[config.mk]
export PLATFORM = sky130hd
export DESIGN_NAME = continuous_move_control
export DESIGN_NICKNAME = d
export VERILOG_FILES = /design/src/cmc_pkg.sv /design/src/continuous_move_control.sv
export SDC_FILE = /design/constraint.sdc
export NUM_CORES = 1
export LEC_CHECK = 0
export ABC_CLOCK_PERIOD_IN_PS = 11900
export BUFFER_PORTS_ARGS = -buffer_cell sky130_fd_sc_hd__buf_2
export CAP_MARGIN = 40
export CORE_MARGIN = 10
export CORE_UTILIZATION = 40
export CTS_CLUSTER_SIZE = 28
export DETAILED_ROUTE_END_ITERATION = 7
export PLACE_DENSITY = 0.66
export SYNTH_ARGS = -nofsm -noshare
export SYNTH_HDL_FRONTEND = slang
export SYNTH_SLANG_ARGS = --single-unit
export TNS_END_PERCENT = 5
[constraint.sdc]
create_clock -name clk -period 11.9 [get_ports clk]
set_input_delay 2.38 -clock clk [delete_from_list [all_inputs] [get_ports clk]]
set_output_delay 2.38 -clock clk [all_outputs]
set_load 0.02 [all_outputs]
[src/cmc_pkg.sv]
`default_nettype none
package cmc_pkg;
  // register byte offsets on the wishbone slave
  localparam logic [5:0] CTRL_OFS = 6'h00;
  localparam logic [5:0] RUN_SPEED_OFS = 6'h04;
  localparam logic [5:0] INIT_SPEED_OFS = 6'h08;
  localparam logic [5:0] ACCEL_TIME_OFS = 6'h0c;
  localparam logic [5:0] DECEL_TIME_OFS = 6'h10;
  localparam logic [5:0] STATUS_OFS = 6'h14;
  localparam logic [5:0] SPEED_OFS = 6'h18;
  localparam logic [5:0] ALARM_OFS = 6'h1c;
  localparam logic [5:0] INT_STATUS_OFS = 6'h20;
  localparam logic [5:0] INT_MASK_OFS = 6'h24;
  // command register bit positions (write-only strobes)
  localparam int CTRL_POS_BIT = 0;
  localparam int CTRL_NEG_BIT = 1;
  localparam int CTRL_STOP_BIT = 2;
  localparam int CTRL_WAIT_BIT = 3;
  localparam int CTRL_SEQ_BIT = 4;
  localparam int CTRL_ALM_CLR_BIT = 5;
  // interrupt status bit positions
  localparam int INT_END_BIT = 0;
  localparam int INT_REJECT_BIT = 1;
  localparam int INT_ALARM_BIT = 2;
  localparam int INT_WAIT_BIT = 3;
  // alarm codes
  localparam logic [7:0] ALARM_NONE = 8'h00;
  localparam logic [7:0] ALARM_CMD = 8'ha0;
  localparam logic [7:0] ALARM_NO_END = 8'h6f;
  // reset values of the settings
  localparam logic [15:0] RUN_SPEED_RST = 16'h0064;
  localparam logic [15:0] INIT_SPEED_RST = 16'h000a;
  localparam logic [15:0] RAMP_TIME_RST = 16'h0000;
  // timing
  localparam int CLK_NS = 10;
  localparam int TICK_NS = 1000;
  localparam int TICK_CYCLES = (TICK_NS + CLK_NS - 1) / CLK_NS;
  localparam int END_WAIT_NS = 10000000;
  localparam int END_WAIT_CYCLES = END_WAIT_NS / CLK_NS;
  // motion states, one-hot
  typedef enum logic [3:0] {
    ST_IDLE = 4'h1,
    ST_RAMP = 4'h2,
    ST_RUN = 4'h4,
    ST_STOP = 4'h8
  } motion_state_e;
endpackage : cmc_pkg
`default_nettype wire

[src/continuous_move_control.sv]
// Contract
// - positive/negative command starts open-ended motion
// - start at initial speed, ramp to running
// - run until stop or alarm
// - same-direction reissue re-speeds without stopping
// - opposite direction rejected: error or A0h
// - reject if busy, current off, alarm
// - connector and remote I/O also start motion
// - command returns at once, others refused
// - motion active and motion finished statuses
// - wait command holds sequence until done
// - wait with no motion proceeds immediately
// - missing end signal while waiting: 6Fh
//
// The register addresses and the Wishbone interface to the registers are this design's own decisions.
`timescale 1ns/10ps
`default_nettype none
module continuous_move_control #(
  parameter int END_WAIT = cmc_pkg::END_WAIT_CYCLES // driver end timeout, cycles
) (
  input wire logic clk,
  input wire logic rst_n,
  input wire logic wb_cyc_i,
  input wire logic wb_stb_i,
  input wire logic wb_we_i,
  input wire logic [5:0] wb_adr_i,
  input wire logic [3:0] wb_sel_i,
  input wire logic [31:0] wb_dat_i,
  output logic [31:0] wb_dat_o,
  output logic wb_ack_o,
  input wire logic io_cont_pos, // connector input, one-cycle pulse
  input wire logic io_cont_neg,
  input wire logic rio_cont_pos, // remote i/o bit, one-cycle pulse
  input wire logic rio_cont_neg,
  input wire logic stop_in, // stop request pulse
  input wire logic motor_current_on,
  input wire logic other_motion_busy, // positioning or homing in progress
  input wire logic drv_end_in, // end signal from the driver
  output logic motion_active_flag,
  output logic motion_finished_flag,
  output logic move_dir, // 1 = negative
  output logic [15:0] speed_out,
  output logic seq_hold,
  output logic irq
);
  cmc_pkg::motion_state_e state_reg; // motion state
  logic ack_reg; // wishbone ack
  logic [31:0] rdata_reg; // read data
  logic [15:0] run_speed_reg; // running speed setting
  logic [15:0] init_speed_reg; // initial speed setting
  logic [15:0] accel_time_reg; // ticks per speed step up, less one
  logic [15:0] decel_time_reg; // ticks per speed step down, less one
  logic [15:0] speed_reg; // present speed
  logic [15:0] target_reg; // speed the ramp heads for
  logic [15:0] ramp_cnt_reg; // ticks since last step
  logic [7:0] tick_cnt_reg; // tick divider
  logic [7:0] alarm_code_reg; // latched alarm code
  logic [3:0] int_status_reg; // sticky events
  logic [3:0] int_mask_reg; // interrupt enables
  logic dir_reg; // direction of present motion
  logic finished_reg; // motion finished status
  logic waiting_reg; // sequence held on wait
  logic [31:0] end_cnt_reg; // cycles waited for driver end
  logic tick; // ramp time base pulse
  logic wr_en; // bus write taken this cycle
  logic cmd_wr; // command register write
  logic seq_src; // command came from a sequence
  logic pos_req, neg_req, cmd_req, cmd_neg;
  logic cmd_ok, cmd_accept, cmd_start, cmd_respeed, cmd_reject;
  logic stop_req, wait_req, alarm_clr, alarm_act;
  logic end_ev, end_timeout, step_due;
  logic [3:0] ev_set; // events this cycle

  assign wr_en = wb_cyc_i && wb_stb_i && wb_we_i && !ack_reg;
  assign cmd_wr = wr_en && wb_adr_i == cmc_pkg::CTRL_OFS && wb_sel_i[0];
  assign seq_src = cmd_wr && wb_dat_i[cmc_pkg::CTRL_SEQ_BIT];
  // bus, connector and remote i/o all feed the same command path
  assign pos_req = (cmd_wr && wb_dat_i[cmc_pkg::CTRL_POS_BIT]) || io_cont_pos
    || rio_cont_pos;
  assign neg_req = (cmd_wr && wb_dat_i[cmc_pkg::CTRL_NEG_BIT]) || io_cont_neg
    || rio_cont_neg;
  assign cmd_req = pos_req || neg_req;
  assign cmd_neg = !pos_req; // positive wins when both arrive together
  assign stop_req = (cmd_wr && wb_dat_i[cmc_pkg::CTRL_STOP_BIT]) || stop_in;
  assign wait_req = cmd_wr && wb_dat_i[cmc_pkg::CTRL_WAIT_BIT];
  assign alarm_clr = cmd_wr && wb_dat_i[cmc_pkg::CTRL_ALM_CLR_BIT];
  assign alarm_act = alarm_code_reg != cmc_pkg::ALARM_NONE;
  // a command is legal only with current on, no alarm, no other motion
  assign cmd_ok = motor_current_on && !alarm_act && !other_motion_busy;
  assign cmd_start = cmd_req && cmd_ok && state_reg == cmc_pkg::ST_IDLE;
  // same direction while running or ramping only changes speed
  assign cmd_respeed = cmd_req && cmd_ok && cmd_neg == dir_reg
    && (state_reg == cmc_pkg::ST_RAMP || state_reg == cmc_pkg::ST_RUN);
  assign cmd_accept = cmd_start || cmd_respeed;
  // opposite direction or a stopping motion counts as a refused command
  assign cmd_reject = cmd_req && !cmd_accept;
  assign end_ev = state_reg == cmc_pkg::ST_STOP && speed_reg <= init_speed_reg;
  assign end_timeout = waiting_reg && !motion_active_flag && !drv_end_in
    && end_cnt_reg >= END_WAIT - 1;
  assign step_due = tick && ramp_cnt_reg >= (speed_reg < target_reg
    ? accel_time_reg : decel_time_reg);

  // one-cycle ack; a sequence write therefore never waits for motion
  always_ff @(posedge clk) begin
    if (!rst_n) begin
      ack_reg <= 1'b0;
    end else begin
      ack_reg <= wb_cyc_i && wb_stb_i && !ack_reg;
    end
  end
  assign wb_ack_o = ack_reg;
  assign wb_dat_o = rdata_reg;

  // read mux, registered with the ack; unmapped reads give zero
  always_ff @(posedge clk) begin
    if (!rst_n) begin
      rdata_reg <= 32'h0;
    end else if (wb_cyc_i && wb_stb_i && !ack_reg) begin
      unique case (wb_adr_i)
        cmc_pkg::RUN_SPEED_OFS: rdata_reg <= {16'h0, run_speed_reg};
        cmc_pkg::INIT_SPEED_OFS: rdata_reg <= {16'h0, init_speed_reg};
        cmc_pkg::ACCEL_TIME_OFS: rdata_reg <= {16'h0, accel_time_reg};
        cmc_pkg::DECEL_TIME_OFS: rdata_reg <= {16'h0, decel_time_reg};
        cmc_pkg::STATUS_OFS: rdata_reg <= {27'h0, alarm_act, waiting_reg,
          dir_reg, finished_reg, motion_active_flag};
        cmc_pkg::SPEED_OFS: rdata_reg <= {16'h0, speed_reg};
        cmc_pkg::ALARM_OFS: rdata_reg <= {24'h0, alarm_code_reg};
        cmc_pkg::INT_STATUS_OFS: rdata_reg <= {28'h0, int_status_reg};
        cmc_pkg::INT_MASK_OFS: rdata_reg <= {28'h0, int_mask_reg};
        default: rdata_reg <= 32'h0;
      endcase
    end
  end

  // speed and time settings; low two byte lanes only
  always_ff @(posedge clk) begin
    if (!rst_n) begin
      run_speed_reg <= cmc_pkg::RUN_SPEED_RST;
      init_speed_reg <= cmc_pkg::INIT_SPEED_RST;
      accel_time_reg <= cmc_pkg::RAMP_TIME_RST;
      decel_time_reg <= cmc_pkg::RAMP_TIME_RST;
      int_mask_reg <= 4'h0;
    end else if (wr_en && wb_sel_i[1:0] == 2'h3) begin
      unique case (wb_adr_i)
        cmc_pkg::RUN_SPEED_OFS: run_speed_reg <= wb_dat_i[15:0];
        cmc_pkg::INIT_SPEED_OFS: init_speed_reg <= wb_dat_i[15:0];
        cmc_pkg::ACCEL_TIME_OFS: accel_time_reg <= wb_dat_i[15:0];
        cmc_pkg::DECEL_TIME_OFS: decel_time_reg <= wb_dat_i[15:0];
        cmc_pkg::INT_MASK_OFS: int_mask_reg <= wb_dat_i[3:0];
        default: ;
      endcase
    end
  end

  // ramp time base: one tick per microsecond
  always_ff @(posedge clk) begin
    if (!rst_n || tick) begin
      tick_cnt_reg <= 8'h0;
    end else begin
      tick_cnt_reg <= tick_cnt_reg + 8'h1;
    end
  end
  assign tick = tick_cnt_reg == 8'(cmc_pkg::TICK_CYCLES - 1);

  // motion state, direction, speed and ramp
  always_ff @(posedge clk) begin
    if (!rst_n) begin
      state_reg <= cmc_pkg::ST_IDLE;
      dir_reg <= 1'b0;
      speed_reg <= 16'h0;
      target_reg <= 16'h0;
      ramp_cnt_reg <= 16'h0;
    end else if (alarm_act) begin
      // an alarm ends motion at once, no ramp
      state_reg <= cmc_pkg::ST_IDLE;
      speed_reg <= 16'h0;
    end else if (cmd_start) begin
      state_reg <= cmc_pkg::ST_RAMP;
      dir_reg <= cmd_neg;
      speed_reg <= init_speed_reg;
      target_reg <= run_speed_reg;
      ramp_cnt_reg <= 16'h0;
    end else if (cmd_respeed) begin
      state_reg <= cmc_pkg::ST_RAMP;
      target_reg <= run_speed_reg;
      // a stale count would cut the first step of the new ramp short
      ramp_cnt_reg <= 16'h0;
    end else if (stop_req && state_reg != cmc_pkg::ST_IDLE) begin
      state_reg <= cmc_pkg::ST_STOP;
      target_reg <= init_speed_reg;
      // first step down keeps the full deceleration spacing
      ramp_cnt_reg <= 16'h0;
    end else begin
      unique case (state_reg)
        cmc_pkg::ST_IDLE: speed_reg <= 16'h0;
        cmc_pkg::ST_RUN: ; // holds speed with no end of its own
        cmc_pkg::ST_RAMP, cmc_pkg::ST_STOP: begin
          if (end_ev) begin
            state_reg <= cmc_pkg::ST_IDLE;
            speed_reg <= 16'h0;
          end else if (state_reg == cmc_pkg::ST_RAMP && speed_reg == target_reg) begin
            state_reg <= cmc_pkg::ST_RUN;
          end else if (step_due) begin
            // speed steps by one every programmed tick count plus one
            ramp_cnt_reg <= 16'h0;
            speed_reg <= speed_reg < target_reg ? speed_reg + 16'h1
              : speed_reg - 16'h1;
          end else if (tick) begin
            ramp_cnt_reg <= ramp_cnt_reg + 16'h1;
          end
        end
      endcase
    end
  end
  assign motion_active_flag = state_reg != cmc_pkg::ST_IDLE;
  assign move_dir = dir_reg;
  assign speed_out = speed_reg;

  // finished status: cleared on start, set once motion has wound down
  always_ff @(posedge clk) begin
    if (!rst_n) begin
      finished_reg <= 1'b1;
    end else if (cmd_start) begin
      finished_reg <= 1'b0;
    end else if (end_ev || (alarm_act && motion_active_flag)) begin
      finished_reg <= 1'b1;
    end
  end
  assign motion_finished_flag = finished_reg;

  // sequence hold and driver end watch
  always_ff @(posedge clk) begin
    if (!rst_n) begin
      waiting_reg <= 1'b0;
      end_cnt_reg <= 32'h0;
    end else if (wait_req) begin
      // with no motion the sequence is never held
      waiting_reg <= motion_active_flag;
      end_cnt_reg <= 32'h0;
    end else if (waiting_reg && !motion_active_flag) begin
      end_cnt_reg <= end_cnt_reg + 32'h1;
      if (drv_end_in || end_timeout) begin
        waiting_reg <= 1'b0;
      end
    end
  end
  assign seq_hold = waiting_reg;

  // alarm code: first alarm wins until cleared
  always_ff @(posedge clk) begin
    if (!rst_n) begin
      alarm_code_reg <= cmc_pkg::ALARM_NONE;
    end else if (!alarm_act && cmd_reject && seq_src) begin
      alarm_code_reg <= cmc_pkg::ALARM_CMD;
    end else if (!alarm_act && end_timeout) begin
      alarm_code_reg <= cmc_pkg::ALARM_NO_END;
    end else if (alarm_clr) begin
      alarm_code_reg <= cmc_pkg::ALARM_NONE;
    end
  end

  // sticky events; a set in the clearing cycle survives
  assign ev_set = {wait_req && !motion_active_flag || waiting_reg && !motion_active_flag
    && drv_end_in, (cmd_reject && seq_src) || end_timeout,
    cmd_reject && !seq_src, end_ev};
  always_ff @(posedge clk) begin
    if (!rst_n) begin
      int_status_reg <= 4'h0;
    end else begin
      int_status_reg <= (int_status_reg & ~((wr_en && wb_sel_i[0]
        && wb_adr_i == cmc_pkg::INT_STATUS_OFS) ? wb_dat_i[3:0] : 4'h0)) | ev_set;
    end
  end
  assign irq = |(int_status_reg & int_mask_reg);
endmodule : continuous_move_control
`default_nettype wire

# After elaboration in Yosys (flattened, before gate mapping)
# Index checks and enable logic that the tools add are counted.
# classes
n_lt_le_gt_ge	4
mux	36
n_addsub	5
n_eq_ne	24
n_reduce_logical	94
n_bitwise	6
# ops
operator	count
$mux W16	19
$pmux W16 S9	1
$logic_and A1 B1 Y1	37
$add A16 B1 Y16 const B	2
$add A32 B1 Y32 const B	1
$ge A32 B20 Y1 const B	1
$pmux W16 S2	1
$eq A6 B5 Y1 const B	4
$mux W8	3
$reduce_and A2 Y1	11
$mux W4	5
$eq A16 B16 Y1	1
$ge A16 B16 Y1	1
$le A16 B16 Y1	1
$lt A16 B16 Y1	1
$sub A16 B1 Y16 const B	1
$logic_or A1 B1 Y1	13
$eq A6 B4 Y1 const B	2
$eq A6 B6 Y1 const B	2
$ne A4 B4 Y1 const B	3
$reduce_bool A2 Y1	6
$reduce_bool A3 Y1	4
$reduce_and A5 Y1	2
$reduce_bool A5 Y1	2
other kinds (25)	45
# word_totals
output_inout_bits	54
input_bits	55
elab_cells	190
regBits	207

# Logic depth before layout (Yosys ltp)
# depth
word_depth	18
depth_mapped	20
depth_no_buf	18

# Worst setup path after synthesis
# Ideal clock, no wire load.
# synth_path
path_type	reg-to-reg
from	register speed_reg[12], in the netlist speed_out[12]
to	register speed_reg[14], in the netlist speed_out[14]
setup_time_ns	0.078
stages_incl_launch_ff	20
path_slack_ns	6.670
period_less_slack_ns	5.230
path_buffers	2
t_arrival_ns	5.152
required_ns	11.822
path_cell_list	dfxtp_1 ha_1 a2111o_1 a31oi_1 o21ai_0 a31oi_1 o21a_1 clkbuf_1 clkbuf_1 inv_1 ha_1 nor2b_1 o31ai_1 a21oi_1 and4_1 a2111oi_0 a21oi_1 xnor2_1 o211a_1 nor3_1
# synth_via
elab_chain_len	9
word_cells_on_any_way	21
cone_classes	2 x add/sub; 3 x order compare; 3 x eq/ne; 9 x mux; 4 x reduce/logical
# synth_rtl
item	line	text
from (decl)	continuous_move_control.sv:53	logic [15:0] speed_reg;
from (signal assigned)	continuous_move_control.sv:180	speed_reg <= init_speed_reg;
from (signal assigned)	continuous_move_control.sv:206	speed_reg <= speed_reg < target_reg ? speed_reg + 16'h1
branches (longest 9 deep; another with $lt A16 B16 Y1)	n/a	
# Parallel ways; which one is timed is not known. The select of a mux whose other input is x is not followed.
# A chain may end at the register's enable or synchronous reset.

# Worst setup path in the final report
# Same ends and word-level chain as after synthesis.

==> reports/summary.txt <==
Hold_ws: 0.459 ns
Area after DPL: 0.0112 mm²
Setup TNS: 0 ns
Reg2reg start: speed_out[12]
Final Skew: 0.0171 ns
Critical Path Start: speed_out[12]
FF-to-FF End: speed_out[14]
Top Ports: 109
Initial DRC Count: 926
Max FFs per register: 32
# fillers: 2592
Power Density: 172 mW/mm²
Simple-gate share of the synthesized area: 23.0%
Wire length per cell: 18.1 µm
Post-Synth XOR/XNOR Area: 3.91%
Largest family of logic cells by synthesized area: simple AND/OR/NAND/NOR gates
Post-DP HPWL: 22800 µm
Via density per instance: 5.66
CTS root buf: clkbuf_16
Synth async-reset ratio: 0%
Die ar.: 0.0332 mm²
Post-Syn Instances: 1323
Post-route ant nets: 0
Initial antenna violation count: 0
Fin crit share: 48.5%
Total gr overflow: 0
CTS buffer count: 17
GRT Total Usage: 18.0%
Drt pass-1 iters: 5
Fin nets: 1489
# hold bufs at CTS: 0
N_diodes: 0
Mean Syn Cell Area: 7.95 µm²
Internal reg-to-reg setup slack: 6.13 ns
Layout area overhead: 12.2%
Synth Flop Type: dfxtp_1
CP Data Required Time: 12.26 ns
Yosys cell types: 75
CTS tree: built
PortBufs: 74
Slew @ Worst Pin: 0.813 ns
Post-synthesis adder-cell area fraction: 7.92%
Status: complete, no violations
Vias in the first global route: 9131
Period minus WS final: 5.77 ns
Core Rows: 59
Die span in x: 182 µm
WL final: 31100 µm
EDFF count, synth: 0
Worst slew margin: 44.4%
Post-cts repair resize count: 0
RSZ-0062 raised after global routing: no
Largest net degree at the start of global routing: 67
Hold WC Path Type: reg2reg
WS Path Type: reg2reg
Synth Area in Compound Gates: 20.1%
Final Cell Area: 0.0118 mm²
FF-to-FF path depth: 18
Global-route wire length before repair: 49000 µm
CTS clk-pin slew, worst paths: 0.08 ns
Multi-input logic area: 0.00631 mm²
Total number of vias: 9721
Critical path peak fanout: 14
Worst-skew pair later-pin latency: 0.44 ns
DRC viols: 0
Total of max-cap violations: 0
Clock Path Buffers: 2
Mux share of post-synthesis cell area: 4.32%
Worst EP arrival: 6.14 ns
Setup crit end: speed_out[14]
Die Height: 182 µm
Flops & latches, synth: 187
Core Region: 0.0260 mm²
Leak Pwr: 4.51 nW
Fmax achieved: 0.173 GHz
Placer Congestion: 0.895
CP Launch Type: flop
Endpoints failing setup: 0
Hold violation count in the final report: 0
CTS sink cnt: 187
Synth warn: 0
H-Tree Level Count: 4
Final Slew Violations: 0
Total area of sequential cells: 0.00374 mm²
Layout cells sized above 1: 11.4%
Initial Util: 40.5%
Post-CTS Setup Inserts: 0
Sequential element share of the synthesized area: 35.6%
CP Capture Type: flop
Mapped cell area: 0.0105 mm²
Maximum vdd drop: 0.109 mV
[cells in the mapped netlist, types with 6 or more instances]
master | count | share of area, %
a21oi_1 | 126 | 6.0
nand2b_1 | 8 | 0.48
mux2i_1 | 33 | 3.1
or3_1 | 12 | 0.71
nor4_1 | 13 | 0.77
inv_1 | 46 | 1.6
nand3b_1 | 10 | 0.71
a31oi_1 | 9 | 0.54
buf_4 | 17 | 1.2
nor2b_1 | 10 | 0.59
a311oi_1 | 17 | 1.4
ha_1 | 65 | 7.7
a21o_1 | 9 | 0.64
a211oi_1 | 18 | 1.3
and3_1 | 28 | 1.7
o21ai_0 | 51 | 2.4
clkbuf_1 | 46 | 1.6
o31ai_1 | 6 | 0.43
a22oi_1 | 28 | 2.0
nor2_1 | 139 | 5.0
nand3_1 | 33 | 1.6
dfxtp_1 | 187 | 36
nand2_1 | 222 | 7.9
o21a_1 | 6 | 0.43
nand4_1 | 9 | 0.54
xor2_1 | 31 | 2.6
xnor2_1 | 16 | 1.3
buf_1 | 9 | 0.32
mux2_2 | 9 | 0.96
nor3_1 | 16 | 0.76
a221oi_1 | 10 | 0.83
[metal layers]
metal  vias to the layer above  track usage (%)  wire length [µm]
li1                       4737                -                 -
met5                         -                0                 0
met2                       331             28.2             14000
met4                         0             5.17               511
met3                        36             3.40              2160
met1                      4617             24.5             14400
[cells by family (layout without fill, tap and decap cells)]
kind of cell,after synthesis,after routing
and+or+nand+nor,530,530
other,1,16
AOI/OAI and AO/OA,325,325
adders and majority gates,66,66
muxes,43,43
DFF,187,187
buffers and inverters,124,167
xor gates and xnor gates,47,47
[report_power, final]
part | switching, mW | total (mW) | internal [mW] | leakage [nW]
Sequential | 0.0545 | 0.710 | 0.656 | 1.51
Clock | 0.299 | 0.587 | 0.289 | 0.295
Combinational | 0.440 | 0.733 | 0.293 | 2.70
[final cells by class]
| cell class | count | area share (%) |
|---|---|---|
| flip-flops and latches | 187 | 31.7 |
| inverters | 46 | 1.47 |
| clock inverters | 15 | 1.63 |
| repair buffers | 89 | 4.53 |
| well taps | 335 | 3.55 |
| clock buffers | 17 | 3.60 |
| multi-input cells | 1027 | 53.5 |
[critical path: stages, from the launching register on]
cell	delay (ns)
dfxtp_1	0.54
ha_1	0.33
a2111o_1	0.38
a31oi_1	0.14
o21ai_0	0.11
a31oi_1	0.26
o21a_1	0.51
buf_4	0.38
inv_1	0.31
ha_1	0.42
nor2b_1	0.17
o31ai_1	0.26
a21oi_1	0.20
and4_1	0.23
a2111oi_0	0.73
a21oi_1	0.17
xnor2_1	0.18
o211a_1	0.20
nor3_1	0.15
[layout by cell type (no fill, tap or decap), types with 10 or more instances in the layout]
| cell type | count |
|---|---|
| clkbuf_16 | 17 |
| xnor2_1 | 16 |
| nor2b_1 | 10 |
| inv_1 | 45 |
| a311oi_1 | 17 |
| conb_1 | 16 |
| a22oi_1 | 28 |
| xor2_1 | 31 |
| nand3b_1 | 10 |
| ha_1 | 65 |
| nand3_1 | 33 |
| buf_2 | 74 |
| nor3_1 | 13 |
| mux2i_1 | 33 |
| a221oi_1 | 10 |
| nor4_1 | 13 |
| a211oi_1 | 18 |
| dfxtp_1 | 187 |
| a21oi_1 | 126 |
| nand2_1 | 222 |
| buf_4 | 11 |
| o21ai_0 | 51 |
| or3_1 | 12 |
| nor2_1 | 139 |
| and3_1 | 28 |
[worst min-delay path by stage]
stage	startpoint	end	slack, ns	depth (start not counted)
finish	wb_dat_o[0]	wb_dat_o[0]	0.46	2
global route	accel_time_reg[12]	accel_time_reg[12]	0.49	2
CTS	wb_dat_o[0]	wb_dat_o[0]	0.46	2
detailed placement	wb_dat_o[0]	wb_dat_o[0]	0.45	2
global placement	wb_dat_o[0]	wb_dat_o[0]	0.44	2
floorplan	tick_cnt_reg[0]	tick_cnt_reg[0]	0.43	1
[metrics by stage]
step	instances	utilization, %	power [mW]	setup WS [ns]
after CTS	1716	45.4	2.03	6.15
after global routing	1716	45.4	2.14	5.77
after global placement	1679	42.7	1.42	5.52
after floorplan	1338	-	1.25	6.67
final	1716	45.4	2.03	6.13
after detailed placement	1684	43.0	1.44	5.69
Power figures use the tool's default switching activity.
